`src/verilog/pch_defs.svh`:
```
// Register offsets, field positions, reset values and timing figures of the channel controller.
`ifndef PCH_DEFS_SVH
`define PCH_DEFS_SVH
// ----------------------------------------------------------------------------
// Register offsets (byte addresses)
// ----------------------------------------------------------------------------
`define PCH_OFS_CTRL      8'h00
`define PCH_OFS_DATA      8'h04
`define PCH_OFS_CFG46     8'h08
`define PCH_OFS_REG1      8'h0c
`define PCH_OFS_REG2      8'h10
`define PCH_OFS_REG3      8'h14
`define PCH_OFS_STATUS    8'h18
// ----------------------------------------------------------------------------
// Field positions
// ----------------------------------------------------------------------------
`define PCH_CTRL_AND_BIT   0
`define PCH_CTRL_LATCH_BIT 1
`define PCH_RG_MODE_LSB    0
`define PCH_RG_OFF_LSB     2
`define PCH_RG_PKT_LSB     4
`define PCH_RG_PKC_LSB     10
`define PCH_RG_HDC_LSB     18
`define PCH_CFG_LS_LSB     0
`define PCH_CFG_OLD_LSB    3
`define PCH_CFG_BPD_LSB    6
`define PCH_ST_ON_LSB      0
`define PCH_ST_OT_LSB      6
`define PCH_ST_LOT_BIT     12
// ----------------------------------------------------------------------------
// Reset values and mode codes
// ----------------------------------------------------------------------------
`define PCH_RST_PEAK_CODE  8'h18
`define PCH_RST_HOLD_CODE  8'h0a
`define PCH_RST_OFF_SEL    2'h1
`define PCH_RST_MODE       2'h1
`define PCH_MODE_HOLD      2'h0
`define PCH_MODE_MINPK     2'h1
`define PCH_MODE_PROGPK    2'h2
`define PCH_PKT_MAX        6'h24
// ----------------------------------------------------------------------------
// Timing
// ----------------------------------------------------------------------------
`define PCH_CLK_PERIOD_NS  4
`define PCH_BLANK_NS       20000
`define PCH_STEP_NS        100000
`define PCH_BLANK_CYC      ((`PCH_BLANK_NS + `PCH_CLK_PERIOD_NS - 1) / `PCH_CLK_PERIOD_NS)
`define PCH_STEP_CYC       (`PCH_STEP_NS / `PCH_CLK_PERIOD_NS)
`endif

```
`src/verilog/pch_pkg.sv`:
```
// Types shared by the channel controller modules.
package pch_pkg;
  typedef logic [1:0] pch_mode_t;
  typedef logic [7:0] pch_thr_t;
  typedef logic [7:0] pch_addr_t;
  typedef logic [31:0] pch_word_t;
  typedef enum logic [2:0] {
    PCH_IDLE,
    PCH_ON_PEAK,
    PCH_OFF_PEAK,
    PCH_ON_HOLD,
    PCH_OFF_HOLD
  } pch_reg_state_t;
endpackage : pch_pkg

```
`src/verilog/pch_sync.sv`:
```
// Two-stage synchroniser for asynchronous pin inputs.
`timescale 1ns/1ps
module pch_sync #(
  parameter int WIDTH = 1
) (
  input  wire logic             clk_i,
  input  wire logic             reset_n_i,
  input  wire logic [WIDTH-1:0] async_i,
  output logic      [WIDTH-1:0] sync_o
);
  logic [WIDTH-1:0] meta_reg;

  always_ff @(posedge clk_i or negedge reset_n_i) begin
    if (!reset_n_i) begin
      meta_reg <= '0;
      sync_o   <= '0;
    end else begin
      meta_reg <= async_i;
      sync_o   <= meta_reg;
    end
  end
endmodule : pch_sync

```
`src/verilog/pch_regulator.sv`:
```
// Peak-and-hold current regulator with fixed off-time and leading-edge blanking.
`timescale 1ns/1ps
`include "pch_defs.svh"
module pch_regulator #(
  parameter int BLANK_CYCLES = `PCH_BLANK_CYC,
  parameter int STEP_CYCLES  = `PCH_STEP_CYC
) (
  input  wire logic              clk_i,
  input  wire logic              reset_n_i,
  input  wire logic              enable_i,
  input  wire logic              reached_i,
  input  wire pch_pkg::pch_mode_t mode_i,
  input  wire logic [1:0]        off_sel_i,
  input  wire logic [5:0]        peak_code_i,
  output logic                   drive_o,
  output logic                   use_peak_o
);
  import pch_pkg::*;

  pch_reg_state_t state_reg;
  pch_reg_state_t state_next;
  logic [19:0]    blank_reg;
  logic [19:0]    off_reg;
  logic [19:0]    peak_reg;
  logic           trip;
  logic           off_done;
  logic           peak_over;
  logic           turn_on;

  function automatic logic [19:0] scale(input logic [5:0] n);
    scale = 20'(int'(n) * STEP_CYCLES);
  endfunction : scale

  // Threshold comparison is masked until blanking has run out.
  assign trip      = reached_i && (blank_reg == 20'h0) &&
                     (state_reg == PCH_ON_PEAK || state_reg == PCH_ON_HOLD);
  assign off_done  = (off_reg == 20'h0) &&
                     (state_reg == PCH_OFF_PEAK || state_reg == PCH_OFF_HOLD);
  assign peak_over = (mode_i == `PCH_MODE_PROGPK) && (peak_reg == 20'h0) &&
                     (state_reg == PCH_ON_PEAK || state_reg == PCH_OFF_PEAK);
  assign turn_on   = enable_i && (state_reg == PCH_IDLE || (off_done && !peak_over));

  always_comb begin
    state_next = state_reg;
    if (!enable_i) begin
      state_next = PCH_IDLE;
    end else begin
      unique case (state_reg)
        PCH_IDLE: begin
          if (mode_i == `PCH_MODE_MINPK || mode_i == `PCH_MODE_PROGPK) begin
            state_next = PCH_ON_PEAK;
          end else begin
            state_next = PCH_ON_HOLD;
          end
        end
        PCH_ON_PEAK: begin
          if (peak_over) begin
            state_next = PCH_ON_HOLD;
          end else if (trip && mode_i == `PCH_MODE_PROGPK) begin
            state_next = PCH_OFF_PEAK;
          end else if (trip) begin
            state_next = PCH_OFF_HOLD;
          end
        end
        PCH_OFF_PEAK: begin
          if (peak_over) begin
            state_next = PCH_OFF_HOLD;
          end else if (off_done) begin
            state_next = PCH_ON_PEAK;
          end
        end
        PCH_ON_HOLD: begin
          if (trip) begin
            state_next = PCH_OFF_HOLD;
          end
        end
        PCH_OFF_HOLD: begin
          if (off_done) begin
            state_next = PCH_ON_HOLD;
          end
        end
        default: state_next = PCH_IDLE;
      endcase
    end
  end

  always_ff @(posedge clk_i or negedge reset_n_i) begin
    if (!reset_n_i) begin
      state_reg  <= PCH_IDLE;
      drive_o    <= 1'b0;
      use_peak_o <= 1'b0;
    end else begin
      state_reg  <= state_next;
      drive_o    <= (state_next == PCH_ON_PEAK || state_next == PCH_ON_HOLD);
      use_peak_o <= (state_next == PCH_ON_PEAK || state_next == PCH_OFF_PEAK);
    end
  end

  // Blanking restarts on every turn-on, internal or external.
  always_ff @(posedge clk_i or negedge reset_n_i) begin
    if (!reset_n_i) begin
      blank_reg <= 20'h0;
    end else if (turn_on) begin
      blank_reg <= 20'(BLANK_CYCLES);
    end else if (blank_reg != 20'h0) begin
      blank_reg <= blank_reg - 20'h1;
    end
  end

  always_ff @(posedge clk_i or negedge reset_n_i) begin
    if (!reset_n_i) begin
      off_reg <= 20'h0;
    end else if (trip) begin
      off_reg <= scale({4'h0, off_sel_i} + 6'h1) - 20'h1;
    end else if (off_reg != 20'h0) begin
      off_reg <= off_reg - 20'h1;
    end
  end

  always_ff @(posedge clk_i or negedge reset_n_i) begin
    if (!reset_n_i) begin
      peak_reg <= 20'h0;
    end else if (state_reg == PCH_IDLE) begin
      peak_reg <= scale(peak_code_i);
    end else if (peak_reg != 20'h0) begin
      peak_reg <= peak_reg - 20'h1;
    end
  end
endmodule : pch_regulator

```
`src/verilog/pch_channel_ctrl.sv`:
```
// Six-channel output controller with overtemperature handling and current regulation on channels 1 to 3.
`timescale 1ns/1ps
`include "pch_defs.svh"

module pch_channel_ctrl #(
  parameter int BLANK_CYCLES = `PCH_BLANK_CYC,
  parameter int STEP_CYCLES  = `PCH_STEP_CYC
) (
  input  wire logic              clk_i,
  input  wire logic              reset_n_i,
  input  wire pch_pkg::pch_addr_t addr_i,
  input  wire pch_pkg::pch_word_t wdata_i,
  input  wire logic              wr_i,
  input  wire logic              rd_i,
  output pch_pkg::pch_word_t     rdata_o,
  input  wire logic [5:0]        in_pin_i,
  input  wire logic              global_output_disable_n_i,
  input  wire logic [5:0]        chan_overtemp_i,
  input  wire logic              logic_overtemp_i,
  input  wire logic [2:0]        current_reached_i,
  output logic [5:0]             out_on_o,
  output logic [23:0]            thr_code_o,
  output logic [2:0]             lowside_o,
  output logic [2:0]             open_load_det_dis_o,
  output logic [2:0]             bypass_det_dis_o,
  output logic                   logic_overtemp_o
);
  import pch_pkg::*;

  // --------------------------------------------------------------------------
  // Pin synchronisation
  // --------------------------------------------------------------------------
  logic [5:0] in_s;
  logic       gdis_n_s;
  logic [5:0] cot_s;
  logic       lot_s;
  logic [2:0] reach_s;

  // Comparator outputs are treated as asynchronous pins like the rest.
  pch_sync #(
    .WIDTH (17)
  ) u_sync (
    .clk_i     (clk_i),
    .reset_n_i (reset_n_i),
    .async_i   ({current_reached_i, logic_overtemp_i, chan_overtemp_i,
                 global_output_disable_n_i, in_pin_i}),
    .sync_o    ({reach_s, lot_s, cot_s, gdis_n_s, in_s})
  );

  // --------------------------------------------------------------------------
  // Software registers
  // --------------------------------------------------------------------------
  logic       and_mode_reg;
  logic       latch_mode_reg;
  logic [5:0] data_reg;
  logic [8:0] cfg46_reg;
  pch_mode_t  mode_reg      [3];
  logic [1:0] off_sel_reg   [3];
  logic [5:0] peak_time_reg [3];
  pch_thr_t   peak_thr_reg  [3];
  pch_thr_t   hold_thr_reg  [3];
  logic [5:0] ot_latch_reg;

  function automatic logic [5:0] clip_pkt(input logic [5:0] v);
    clip_pkt = (v > `PCH_PKT_MAX) ? `PCH_PKT_MAX : v;
  endfunction : clip_pkt

  function automatic pch_word_t pack_reg(input int i);
    pack_reg = '0;
    pack_reg[`PCH_RG_MODE_LSB +: 2] = mode_reg[i];
    pack_reg[`PCH_RG_OFF_LSB +: 2]  = off_sel_reg[i];
    pack_reg[`PCH_RG_PKT_LSB +: 6]  = peak_time_reg[i];
    pack_reg[`PCH_RG_PKC_LSB +: 8]  = peak_thr_reg[i];
    pack_reg[`PCH_RG_HDC_LSB +: 8]  = hold_thr_reg[i];
  endfunction : pack_reg

  always_ff @(posedge clk_i or negedge reset_n_i) begin
    if (!reset_n_i) begin
      and_mode_reg   <= 1'b0;
      latch_mode_reg <= 1'b0;
      data_reg       <= 6'h0;
      cfg46_reg      <= 9'h0;
    end else if (wr_i) begin
      if (addr_i == `PCH_OFS_CTRL) begin
        and_mode_reg   <= wdata_i[`PCH_CTRL_AND_BIT];
        latch_mode_reg <= wdata_i[`PCH_CTRL_LATCH_BIT];
      end
      if (addr_i == `PCH_OFS_DATA) begin
        data_reg <= wdata_i[5:0];
      end
      if (addr_i == `PCH_OFS_CFG46) begin
        cfg46_reg <= wdata_i[8:0];
      end
    end
  end

  // Thresholds come out of reset at the 2.4A peak and 1A hold codes.
  always_ff @(posedge clk_i or negedge reset_n_i) begin
    if (!reset_n_i) begin
      for (int i = 0; i < 3; i++) begin
        mode_reg[i]      <= `PCH_RST_MODE;
        off_sel_reg[i]   <= `PCH_RST_OFF_SEL;
        peak_time_reg[i] <= 6'h0;
        peak_thr_reg[i]  <= `PCH_RST_PEAK_CODE;
        hold_thr_reg[i]  <= `PCH_RST_HOLD_CODE;
      end
    end else if (wr_i) begin
      for (int i = 0; i < 3; i++) begin
        if (addr_i == 8'(`PCH_OFS_REG1 + 4 * i)) begin
          mode_reg[i]      <= wdata_i[`PCH_RG_MODE_LSB +: 2];
          off_sel_reg[i]   <= wdata_i[`PCH_RG_OFF_LSB +: 2];
          peak_time_reg[i] <= clip_pkt(wdata_i[`PCH_RG_PKT_LSB +: 6]);
          peak_thr_reg[i]  <= wdata_i[`PCH_RG_PKC_LSB +: 8];
          hold_thr_reg[i]  <= wdata_i[`PCH_RG_HDC_LSB +: 8];
        end
      end
    end
  end

  // --------------------------------------------------------------------------
  // Request combination and protection
  // --------------------------------------------------------------------------
  logic [5:0] req;
  logic [5:0] req_prev_reg;
  logic [5:0] req_rise;
  logic [5:0] ot_hit;
  logic [5:0] enable;
  logic [2:0] reg_drive;
  logic [2:0] reg_peak;
  logic [5:0] out_next;

  // Both sources are active high.
  assign req = and_mode_reg ? (in_s & data_reg) : (in_s | data_reg);
  assign req_rise = req & ~req_prev_reg;
  // The sensor only counts while the switch is actually conducting.
  assign ot_hit = cot_s & out_on_o;

  always_ff @(posedge clk_i or negedge reset_n_i) begin
    if (!reset_n_i) begin
      req_prev_reg <= 6'h0;
    end else begin
      req_prev_reg <= req;
    end
  end

  // A shutdown arriving together with a clear condition keeps the latch set.
  always_ff @(posedge clk_i or negedge reset_n_i) begin
    if (!reset_n_i) begin
      ot_latch_reg <= 6'h0;
    end else begin
      for (int i = 0; i < 6; i++) begin
        if (ot_hit[i]) begin
          ot_latch_reg[i] <= 1'b1;
        end else if (latch_mode_reg && req_rise[i]) begin
          ot_latch_reg[i] <= 1'b0;
        end else if (!latch_mode_reg && !cot_s[i]) begin
          ot_latch_reg[i] <= 1'b0;
        end
      end
    end
  end

  // The overtemperature hit cuts the channel in the same cycle the latch is being set.
  assign enable = req & {6{gdis_n_s}} & ~ot_latch_reg & ~ot_hit;

  // --------------------------------------------------------------------------
  // Current regulators for channels 1 to 3
  // --------------------------------------------------------------------------
  for (genvar g = 0; g < 3; g++) begin : g_reg
    pch_regulator #(
      .BLANK_CYCLES (BLANK_CYCLES),
      .STEP_CYCLES  (STEP_CYCLES)
    ) u_reg (
      .clk_i       (clk_i),
      .reset_n_i   (reset_n_i),
      .enable_i    (enable[g]),
      .reached_i   (reach_s[g]),
      .mode_i      (mode_reg[g]),
      .off_sel_i   (off_sel_reg[g]),
      .peak_code_i (peak_time_reg[g]),
      .drive_o     (reg_drive[g]),
      .use_peak_o  (reg_peak[g])
    );
  end

  assign out_next = {enable[5:3], enable[2:0] & reg_drive};

  // --------------------------------------------------------------------------
  // Output latches and analog-side settings
  // --------------------------------------------------------------------------
  always_ff @(posedge clk_i or negedge reset_n_i) begin
    if (!reset_n_i) begin
      out_on_o <= 6'h0;
    end else begin
      out_on_o <= out_next;
    end
  end

  always_ff @(posedge clk_i or negedge reset_n_i) begin
    if (!reset_n_i) begin
      thr_code_o <= {3{`PCH_RST_HOLD_CODE}};
    end else begin
      for (int i = 0; i < 3; i++) begin
        thr_code_o[8*i +: 8] <= reg_peak[i] ? peak_thr_reg[i] : hold_thr_reg[i];
      end
    end
  end

  always_ff @(posedge clk_i or negedge reset_n_i) begin
    if (!reset_n_i) begin
      lowside_o           <= 3'h0;
      open_load_det_dis_o <= 3'h0;
      bypass_det_dis_o    <= 3'h0;
    end else begin
      lowside_o           <= cfg46_reg[`PCH_CFG_LS_LSB +: 3];
      open_load_det_dis_o <= cfg46_reg[`PCH_CFG_OLD_LSB +: 3];
      bypass_det_dis_o    <= cfg46_reg[`PCH_CFG_BPD_LSB +: 3];
    end
  end

  // The logic-area sensor is watched regardless of channel state.
  always_ff @(posedge clk_i or negedge reset_n_i) begin
    if (!reset_n_i) begin
      logic_overtemp_o <= 1'b0;
    end else begin
      logic_overtemp_o <= lot_s;
    end
  end

  // --------------------------------------------------------------------------
  // Read port
  // --------------------------------------------------------------------------
  pch_word_t rd_mux;

  always_comb begin
    rd_mux = '0;
    unique case (addr_i)
      `PCH_OFS_CTRL: begin
        rd_mux[`PCH_CTRL_AND_BIT]   = and_mode_reg;
        rd_mux[`PCH_CTRL_LATCH_BIT] = latch_mode_reg;
      end
      `PCH_OFS_DATA:  rd_mux[5:0] = data_reg;
      `PCH_OFS_CFG46: rd_mux[8:0] = cfg46_reg;
      `PCH_OFS_REG1:  rd_mux = pack_reg(0);
      `PCH_OFS_REG2:  rd_mux = pack_reg(1);
      `PCH_OFS_REG3:  rd_mux = pack_reg(2);
      `PCH_OFS_STATUS: begin
        rd_mux[`PCH_ST_ON_LSB +: 6] = out_on_o;
        rd_mux[`PCH_ST_OT_LSB +: 6] = ot_latch_reg;
        rd_mux[`PCH_ST_LOT_BIT]     = logic_overtemp_o;
      end
      default: rd_mux = '0;
    endcase
  end

  // Read data stand for one cycle per cycle that rd_i is high; an unmapped address reads zero.
  always_ff @(posedge clk_i or negedge reset_n_i) begin
    if (!reset_n_i) begin
      rdata_o <= '0;
    end else if (rd_i) begin
      rdata_o <= rd_mux;
    end else begin
      rdata_o <= '0;
    end
  end
endmodule : pch_channel_ctrl

```
`config.mk`:
```
export PLATFORM = sky130hd
export DESIGN_NAME = pch_channel_ctrl
export DESIGN_NICKNAME = d
export VERILOG_FILES = /design/src/verilog/pch_pkg.sv /design/src/verilog/pch_sync.sv /design/src/verilog/pch_regulator.sv /design/src/verilog/pch_channel_ctrl.sv
export VERILOG_INCLUDE_DIRS = /design/src /design/src/verilog
export SDC_FILE = /design/constraint.sdc
export NUM_CORES = 1
export LEC_CHECK = 0
export CAP_MARGIN = 15
export CORE_MARGIN = 2
export CORE_UTILIZATION = 55
export CTS_CLUSTER_SIZE = 40
export DETAILED_ROUTE_END_ITERATION = 8
export DONT_BUFFER_PORTS = 1
export MAX_ROUTING_LAYER = met4
export PLACE_DENSITY = 0.73
export SLEW_MARGIN = 20
export SYNTH_ARGS = -nofsm -noshare
export SYNTH_HDL_FRONTEND = slang
export SYNTH_HIERARCHICAL = 1
export SYNTH_SLANG_ARGS = --single-unit
```
`constraint.sdc`:
```
create_clock -name clk_i -period 7.6 [get_ports clk_i]
set_clock_uncertainty 0.15 [all_clocks]
set_input_delay 0 -clock clk_i [delete_from_list [all_inputs] [get_ports clk_i]]
set_output_delay 0 -clock clk_i [all_outputs]
set_load 0.005 [all_outputs]
```
==> flow_summary.ini, run 1 <==
[placed_design]
placed_cell_area_um2 = 23100
gp_congestion = 0.909
port_buffers = 0
post-dp-hpwl_mm = 36.4

[floorplan]
die_width_um = 208
die_y_um = 208
core_area_um2 = 40900
initial_core_util_pct = 55.9
num_io_pins = 133
rows = 74
die-area_um2 = 43200

[clock_network]
ctsHoldBuffers = 92
clkTransAtPathRegs_ns = 0.06
clockRootBuffer = clkbuf_16
clockBufferDepth = 3
cts_tree = built
clkLatencyLatePin_ns = 0.59
clock-sinks = 402
ctsResizeCount = 0
postCtsSetupBuffers = 0
htreeDepth = 2
numCtsBuffers = 45

[logic_synthesis]
synthMuxAreaShare_pct = 7.82
synth_edf_count = 0
yosys.area_share.simple_pct = 17.0
synth-adder-area-share_pct = 10.1
synthCells = 2186
synthFlopType = dfrtp_1
yosysWarnings = 6
synth_xor_area_share_pct = 7.16
synth_compound_gate_area_share_pct = 9.79
yosys_register_bits = 402
ys_top_cells_by_area = dfrtp_1 (41%), ha_1 (8.5%), mux2_2 (5.6%)
synth_top_family_by_area = simple AND/OR/NAND/NOR gates
synth.distinct_cells = 89
yosys.area.top_type = dfrtp_1
async_flop_share_pct = 100
postSynthAreaPerCell_um2 = 10.5
syn-cell-area_um2 = 22900
seq_area_frac_synth_pct = 44.1
synth_top_cell_area_share_pct = 41.4

[final_layout]
multi_input_area_um2 = 11900
layout.nets = 2486
drive_gt1_share_pct = 12.9
fillerInstances = 3252
fin_util_pct = 62.6
syn2layout_area_growth_pct = 12.1
seq_area_um2 = 10100
fin_area_um2 = 25600

[routing]
drtAntennaViolNets = 0
wl_per_cell_um = 19.0
drt-initial-drc-count = 1135
vias = 16700
drc = 0
first_pass_iters = 6
vias_per_cell = 5.90
routed_wl_mm = 53.7

[critical_path]
r2r_cells = 12
r2r_slack_ns = 3.46
path_max_fanout = 6
r2r-start = peak_time_reg[13]
cp-end-kind = register
cp.required_ns = 7.89
endpoint = g_reg[0].u_reg/peak_reg[16]
r2r-end = g_reg[0].u_reg/peak_reg[16]
start_kind = register
crit_type = register to register
crit_arrival_ns = 4.43
crit_start = peak_time_reg[13]

[run_status]
violations = negative hold slack
outcome = complete, but fails checks

[timing]
rsz0062_at_grt = no
period_needed_ns = 4.14
slew_viol_final = 0
tns_ns = 0
finalCritPeriodShare_pct = 54.4
hold_violations = 402
max_freq_mhz = 242
tightest_slew_ns = 1.10
whs_ns = -1.00
setup_viol = 0
slew_headroom_pct = 26.5

[worst_hold_path]
hp-class = input port to asynchronous set/reset pin

[power]
peakVddDrop_v = 0.000234
p_per_area_nw_per_um2 = 263
p_leak_nw = 11.9

[global_route]
gr-usage-met3_pct = 5.05
busiest_layer = met2
track_usage_pct = 25.7
grt_pass1_wl_mm = 88.1
grt_max_degree = 403
grt_util_met1_pct = 33.3
antenna_found_initial = 5
grt_pass1_vias = 16900
grt_use_met2_pct = 40.4
overflow = 0

[flow_run]
maxCapViolCount = 0
## cell families (layout without fill, tap and decap cells)
group / after synthesis / in the layout
adders and majority gates: 177 / 177
DFF: 402 / 402
other: 1 / 11
AOI/OAI and AO/OA: 357 / 357
xor gates and xnor gates: 187 / 187
buffers and inverters: 191 / 289
and+or+nand+nor: 719 / 719
muxes: 152 / 152
## cells in the mapped netlist, types with 8 or more instances
cell type  count
mux2_2       113
or4_4          9
buf_6          9
a31oi_1       14
and4_1        13
and3_1        11
o31ai_1       11
inv_1        110
xor2_1        79
nor2b_1       18
nand2_1      134
nor2_1       184
o21ai_0      101
or3_1         28
mux2i_1       17
o21a_1         8
dfstp_2       24
nor4b_1       16
a21o_1        20
and4b_1        8
or4_1         19
fa_1          15
nor4_1        39
o22ai_1       20
xnor2_1      108
nand2b_1      17
nor3_1        60
nand4_1       17
buf_2          9
nand3_1       65
and2_1        12
mux2_4        20
and3b_1        8
ha_1         156
a22oi_1       17
dfrtp_1      378
a21oi_1       87
clkbuf_1      46
a211oi_1      11
## how the worst min path moves through the flow
stage / startpoint / end / slack, ns / cells past startpoint
3_5_place_dp: reset_n_i / u_sync/sync_o[16] / -0.42 / 0
3_3_place_gp: reset_n_i / u_sync/sync_o[16] / -0.42 / 0
4_1_cts: reset_n_i / u_sync/sync_o[5] / -1.04 / 0
6_report: reset_n_i / g_reg[2].u_reg/blank_reg[0] / -1.00 / 0
2_1_floorplan: reset_n_i / and_mode_reg / -0.45 / 0
5_1_grt: reset_n_i / g_reg[2].u_reg/blank_reg[14] / -1.04 / 0
## critical path: stages (launching register included)
cell and delay [ns]:
dfrtp_1 0.51, ha_1 0.39, fa_1 0.51, inv_1 0.05, fa_1 0.49, inv_1 0.04, ha_1 0.32, a21oi_1 0.27
o21ai_0 0.19, and4_1 0.23, a2111oi_0 0.49, xor2_1 0.23, o22ai_1 0.11
## layout make-up
| cell class | instances | area share [%] |
|---|---|---|
| multi-input combinational | 1598 | 46.4 |
| clock buffer | 68 | 5.12 |
| inverter | 110 | 1.61 |
| tap | 532 | 2.60 |
| antenna | 5 | 0.0488 |
| timing repair buffer | 97 | 3.82 |
| clock inverter | 14 | 1.00 |
| sequential | 402 | 39.4 |
## per-layer routing
| layer | up-vias | share of wire [%] |
|---|---|---|
| met3 | 120 | 5.5 |
| li1 | 7890 | - |
| met2 | 414 | 47 |
| met5 | - | 0 |
| met1 | 8257 | 44 |
| met4 | 0 | 3.4 |
## layout by cell type, fill, tap and decap left out, types with 13 or more instances in the layout
master	instances
dfrtp_1	378
nor2_1	184
ha_1	156
nand2_1	134
mux2_2	113
inv_1	110
xnor2_1	108
o21ai_0	101
dlygate4sd3_1	90
a21oi_1	87
xor2_1	79
nand3_1	65
nor3_1	57
clkbuf_16	45
nor4_1	39
or3_1	28
dfstp_2	24
mux2_4	20
a21o_1	20
o22ai_1	20
or4_1	19
nor2b_1	18
a22oi_1	17
mux2i_1	17
nand4_1	17
nand2b_1	17
nor4b_1	16
fa_1	15
a31oi_1	14
and4_1	13
clkbuf_1	13
## where the power goes
part | total [W] | leakage (nW) | internal (W) | switching, W
Combinational | 0.00157 | 6.00 | 0.000741 | 0.000828
Clock | 0.00229 | 0.768 | 0.00140 | 0.000894
Sequential | 0.00288 | 5.16 | 0.00249 | 0.000386
Total | 0.00674 | 11.9 | 0.00463 | 0.00211
## stage by stage
| step | hold slack (ns) | total power (W) | setup WS [ns] | std cells |
|---|---|---|---|---|
| after global routing | -1.04 | 0.00713 | 3.13 | 2825 |
| after global placement | -0.420 | 0.00433 | 3.61 | 2647 |
| after floorplan | -0.446 | 0.00407 | 3.98 | 2191 |
| after CTS | -1.04 | 0.00677 | 3.48 | 2821 |
| after detailed placement | -0.420 | 0.00440 | 3.52 | 2647 |
| final | -1.00 | 0.00674 | 3.46 | 2826 |
Note: power is estimated with default switching activity, not from simulation.
==> run 2, diff against run 1 <==
==> constraint.sdc (replaced) <==
create_clock -name clk_i -period 4 [get_ports clk_i]
set_clock_uncertainty 0.15 [all_clocks]
set_input_delay 0 -clock clk_i [delete_from_list [all_inputs] [get_ports clk_i]]
set_output_delay 0 -clock clk_i [all_outputs]
set_load 0.005 [all_outputs]
==> run 2 against run 1 <==
Effect of this change:
- the run still ends with negative hold slack left
- global-route usage up 0.55 points
- via count grew 0.67%
- hold slack worse by 0.026 ns
- critical path type unchanged
- non-clock buffer count up 7
- core utilization rose by 0.18 points
- sequential power increased by 90%
- critical path depth unchanged
- sequential share of layout area fell by 0.12 points
- first-iteration DRC count is the same
- total power increased by 92%
==> flow_summary.ini, run 2 (synthesized netlist as in run 1, its figures left out) <==
[global_route]
antenna_found_initial = 9
grt_pass1_wl_mm = 89.5
overflow = 0
track_usage_pct = 26.3
grt_max_degree = 403
grt_pass1_vias = 16600

[timing]
period_needed_ns = 3.79
hold_violations = 402
whs_ns = -1.03
max_freq_mhz = 264
tightest_slew_ns = 1.42
setup_viol = 0
tns_ns = 0
finalCritPeriodShare_pct = 94.6
rsz0062_at_grt = no
slew_headroom_pct = 5.63
slew_viol_final = 0

[floorplan]
die_width_um = 208
core_area_um2 = 40900
num_io_pins = 133
die-area_um2 = 43200
rows = 74
initial_core_util_pct = 55.9
die_y_um = 208

[final_layout]
fillerInstances = 3323
syn2layout_area_growth_pct = 12.4
layout_commonest_cell = dfrtp_1
layout.nets = 2494
final_cell_mix = dfrtp_1 (378), nor2_1 (183), ha_1 (156)
drive_gt1_share_pct = 13.7

[power]
intPower_w = 0.00888
p_per_area_nw_per_um2 = 502
combPwrFrac_pct = 23.2
peakVddDrop_v = 0.000579
power.total_w = 0.0129
switchingPower_w = 0.00403
seqPwrFrac_pct = 42.3
pwr-share-clk_pct = 34.5
swShare_pct = 31.2
p_leak_nw = 12.0

[critical_path]
cp-end-kind = register
path_max_fanout = 3
crit_arrival_ns = 4.07
crit_start = peak_time_reg[7]
cp.required_ns = 4.29
start_kind = register
r2r-start = peak_time_reg[7]
crit_type = register to register

[routing]
vias_per_cell = 5.91
drt-initial-drc-count = 1135
first_pass_iters = 6
vias = 16800
drc = 0
routed_wl_mm = 54.9
drtAntennaViolNets = 0
wl_per_cell_um = 19.3

[clock_network]
cts_tree = built
clockRootBuffer = clkbuf_16
clock-sinks = 402
postCtsSetupBuffers = 0
htreeDepth = 2
numCtsBuffers = 46
clkLatencyLatePin_ns = 0.58
clockBufferDepth = 3
ctsHoldBuffers = 83
ctsResizeCount = 0
clkTransAtPathRegs_ns = 0.06

[flow_run]
maxCapViolCount = 0

[placed_design]
gp_congestion = 0.896
port_buffers = 0
post-dp-hpwl_mm = 37.4

[run_status]
violations = negative hold slack
outcome = complete, but fails checks

[worst_hold_path]
hp-class = input port to asynchronous set/reset pin
-- run 2: changes by cell type in the layout (fill, tap and decap cells not counted), sizes merged --
cell | before | now
clkinv | 8 | 7
inv | 110 | 111
buf | 7 | 23
clkinvlp | 0 | 1
diode | 5 | 9
clkbuf | 68 | 70
dlygate4sd3 | 90 | 81
-- run 2: power by group through the flow --
| stage | Combinational [W] | Sequential (W) | Clock [W] |
|---|---|---|---|
| finish | 0.00300 | 0.00546 | 0.00445 |
| global route | 0.00338 | 0.00556 | 0.00471 |
| CTS | 0.00300 | 0.00545 | 0.00454 |
| detailed placement | 0.00287 | 0.00550 | 0 |
| global placement | 0.00278 | 0.00546 | 0 |
| floorplan | 0.00243 | 0.00531 | 0 |
-- run 2: per-stage QoR --
stage / std cells / instance area (µm²) / util, % / worst slack, ns
after floorplan: 2191 / 22900 / - / 0.380
after CTS: 2831 / 25700 / 62.8 / 0.239
final: 2840 / 25700 / 62.8 / 0.214
after global routing: 2839 / 25700 / 62.8 / 0.0358
after global placement: 2663 / 23200 / 56.8 / 0.268
after detailed placement: 2663 / 23200 / 56.8 / 0.261
-- run 2: layout make-up --
cell class,instances,area [µm²],share of cell area (%)
antenna,9,22.5,0.0876
clock buffer,70,1360,5.30
clock inverter,15,254,0.988
inverter,110,413,1.61
multi-input combinational,1598,11900,46.3
sequential,402,10100,39.3
tap,532,666,2.59
timing repair buffer,104,993,3.86
-- run 2: path summary, 6_finish.rpt --
path                                               end  slack [ns]  depth (start not counted)
hold / removal             g_reg[2].u_reg/blank_reg[0]       -1.03                          0
setup / recovery           g_reg[1].u_reg/peak_reg[16]        0.21                         12
max in group asynchronous  g_reg[1].u_reg/state_reg[2]        3.58                          0
hold reg to reg                       u_sync/sync_o[6]        0.20                          0
min in group clk_i                     peak_thr_reg[3]        0.03                          2
setup reg to reg           g_reg[1].u_reg/peak_reg[16]        0.21                         12
-- run 2: per-layer routing --
| metal | vias up | track usage (%) | wire length [µm] |
|---|---|---|---|
| met1 | 8343 | 35.4 | 24500 |
| met2 | 426 | 40.6 | 25800 |
| met4 | 0 | 9.17 | 1670 |
| met3 | 89 | 4.16 | 2940 |
| met5 | - | - | 0 |
| li1 | 7934 | - | - |
-- run 2: worst max-delay path, cell delays in order, from the launching register on --
cell,delay (ns)
dfrtp_1,0.41
ha_1,0.35
fa_1,0.52
inv_1,0.05
fa_1,0.49
inv_1,0.04
ha_1,0.33
a21oi_1,0.19
o21ai_0,0.15
and4_1,0.21
a2111oi_0,0.47
xor2_1,0.20
o22ai_1,0.10
==> run 3, diff against run 2 <==
--- a/config.mk
+++ b/config.mk
@@ -6,6 +6,7 @@
 export SDC_FILE = /design/constraint.sdc
 export NUM_CORES = 1
 export LEC_CHECK = 0
+export ABC_AREA = 1
 export CAP_MARGIN = 15
 export CORE_MARGIN = 2
 export CORE_UTILIZATION = 55
==> run 3 against run 2 <==
Effect of this change:
- the run still ends with negative hold slack left
- total power up 9.7%
- setup slack better by 0.21 ns
- via count up 23%
- register-to-register slack better by 0.24 ns
- synthesized cell count up 37%
- clock power down 5.8%
- highest routed layer unchanged
==> flow_summary.ini, run 3 <==
[timing]
rsz0062_at_grt = no
slew_viol_final = 0
finalCritPeriodShare_pct = 89.4
tns_ns = 0
whs_ns = -1.03
max_freq_mhz = 280
period_needed_ns = 3.57
hold_violations = 402
slew_headroom_pct = 31.3
tightest_slew_ns = 1.03
setup_viol = 0

[critical_path]
start_kind = input port
cp_top_family = buffers and inverters
crit_type = input port to register
r2r-start = peak_time_reg[8]
crit_chain = dlygate4sd3_1 > inv_1 > nand2_1 > dlygate4sd3_1 > nor2_4 > dlymetal6s4s_1 > nand2_2 > nor2_2 > buf_4 > nand2_1 > dlygate4sd3_1 > o21ai_0
max_stage_delay_ns = 0.89
cp-end-kind = register
crit_start = addr_i[7]
crit_slowest_cell = dlymetal6s4s_1
cp.required_ns = 4.34
crit_arrival_ns = 3.91
path_max_fanout = 20
critPathMostFrequentCell = dlygate4sd3_1
cp.buffers_inverters = 6

[routing]
drt-initial-drc-count = 1526
drc = 0
routed_wl_mm = 62.3
wl_per_cell_um = 16.7
drtAntennaViolNets = 0
vias_per_cell = 5.53
first_pass_iters = 5
vias = 20700

[placed_design]
port_buffers = 0
post-dp-hpwl_mm = 43.4
dp_cells = 3543
gp_congestion = 0.936

[clock_network]
cts_tree = built
clkLatencyLatePin_ns = 0.59
postCtsSetupBuffers = 0
clockRootBuffer = clkbuf_16
clkTransAtPathRegs_ns = 0.06
htreeDepth = 2
clock-sinks = 402
numCtsBuffers = 45
ctsHoldBuffers = 114
clockBufferDepth = 3

[floorplan]
core_area_um2 = 43300
rows = 76
die_width_um = 214
initial_core_util_pct = 55.9
die-area_um2 = 45700
num_io_pins = 133
die_y_um = 214

[logic_synthesis]
synth_edf_count = 0
seq_area_frac_synth_pct = 41.7
synth_top_cell_area_share_pct = 39.1
syn-cell-area_um2 = 24200
yosys.area.top_type = dfrtp_1
yosys_register_bits = 402
synthCells = 3004
synth_most_common_cell = nand2_1
ys_top_cells_by_count = nand2_1 (628), dfrtp_1 (378), inv_1 (378), nor2_1 (350), nand3_1 (185)
ys_top_cells_by_area = dfrtp_1 (39%), nand2_1 (9.7%), ha_1 (8.1%)
async_flop_share_pct = 100
yosysWarnings = 6
synthFlopType = dfrtp_1
synth.distinct_cells = 64
postSynthAreaPerCell_um2 = 8.06

[final_layout]
multi_input_area_um2 = 12300
syn2layout_area_growth_pct = 12.7
layout.nets = 3349
drive_gt1_share_pct = 8.56
fillerInstances = 3639
fin_util_pct = 63.1
layout_commonest_cell = nand2_1
final_cell_mix = nand2_1 (628), dfrtp_1 (378), inv_1 (377)
stdcell_count = 3741
seq_area_um2 = 10100

[power]
peakVddDrop_v = 0.000418
p_per_area_nw_per_um2 = 519
p_leak_nw = 13.5

[run_status]
violations = negative hold slack
outcome = complete, but fails checks

[worst_hold_path]
hp-class = input port to asynchronous set/reset pin

[flow_run]
maxCapViolCount = 0

[global_route]
antenna_found_initial = 3
overflow = 0
grt_pass1_vias = 20300
grt_pass1_wl_mm = 101
track_usage_pct = 28.6
grt_max_degree = 403
run 3: what timing repair did:
action,in CTS,in global routing
endpoints found under the setup margin,0,22
resized for setup,0,2
endpoints found under the hold margin,540,402
run 3: cells by family after synthesis:
logic type               after synthesis  share of synthesized area (%)
buffers and inverters                460                           7.70
adder cells (fa/ha/maj)              174                           9.43
AND/OR/NAND/NOR                     1404                           26.2
XOR/XNOR                             141                           5.10
AO/OA/AOI/OAI                        422                           9.88
other                                  1                         0.0155
flip-flops                           402                           41.7
run 3: power breakdown:
part	internal, W	switching, W
Clock	0.00245	0.00173
Sequential	0.00491	0.000803
Combinational	0.00159	0.00268
Total	0.00895	0.00521
run 3: worst reg2reg max path, stage by stage (launching register included):
cell,delay (ns)
dfrtp_1,0.47
ha_1,0.36
fa_1,0.52
inv_1,0.05
fa_1,0.51
inv_1,0.05
ha_1,0.35
nand3_1,0.10
nand3_1,0.12
nand2_1,0.07
o211ai_1,0.19
a21oi_1,0.15
a21oi_1,0.13
o21ai_0,0.13
nand2_1,0.07
inv_1,0.03
run 3: final cells by class:
cell class                 count  area share (%)
multi-input combinational   2147            45.0
sequential                   402            37.0
inverter                     401            5.55
clock buffer                  65            4.73
timing repair buffer         120            4.34
tap                          585            2.68
clock inverter                18           0.734
antenna                        3          0.0275
run 3: worst paths after layout:
check | endpoint | slack [ns] | cells past startpoint
setup / recovery | hold_thr_reg[14] | 0.43 | 12
hold / removal | u_sync/meta_reg[15] | -1.03 | 0
setup reg to reg | g_reg[1].u_reg/peak_reg[18] | 0.45 | 15
hold reg to reg | u_sync/sync_o[0] | 0.20 | 0
max in group asynchronous | hold_thr_reg[18] | 3.89 | 0
min in group clk_i | rdata_o[23] | 0.05 | 7
run 3: metrics by stage:
step / instance area, µm² / setup slack (ns) / total power, W
after detailed placement: 24700 / 0.486 / 0.00985
final: 27300 / 0.425 / 0.0142
after global routing: 27300 / 0.242 / 0.0151
after global placement: 24700 / 0.541 / 0.00972
after CTS: 27300 / 0.184 / 0.0142
after floorplan: 24200 / 0.810 / 0.00888
run 3: layer usage:
| metal | track usage, % | vias up | routed length, µm | part of all wire [%] |
|---|---|---|---|---|
| li1 | - | 9920 | - | - |
| met1 | 36.4 | 9918 | 26800 | 43 |
| met2 | 45.3 | 667 | 29100 | 47 |
| met3 | 4.58 | 171 | 3950 | 6.3 |
| met4 | 12.7 | 0 | 2500 | 4.0 |
| met5 | - | - | 0 | 0 |
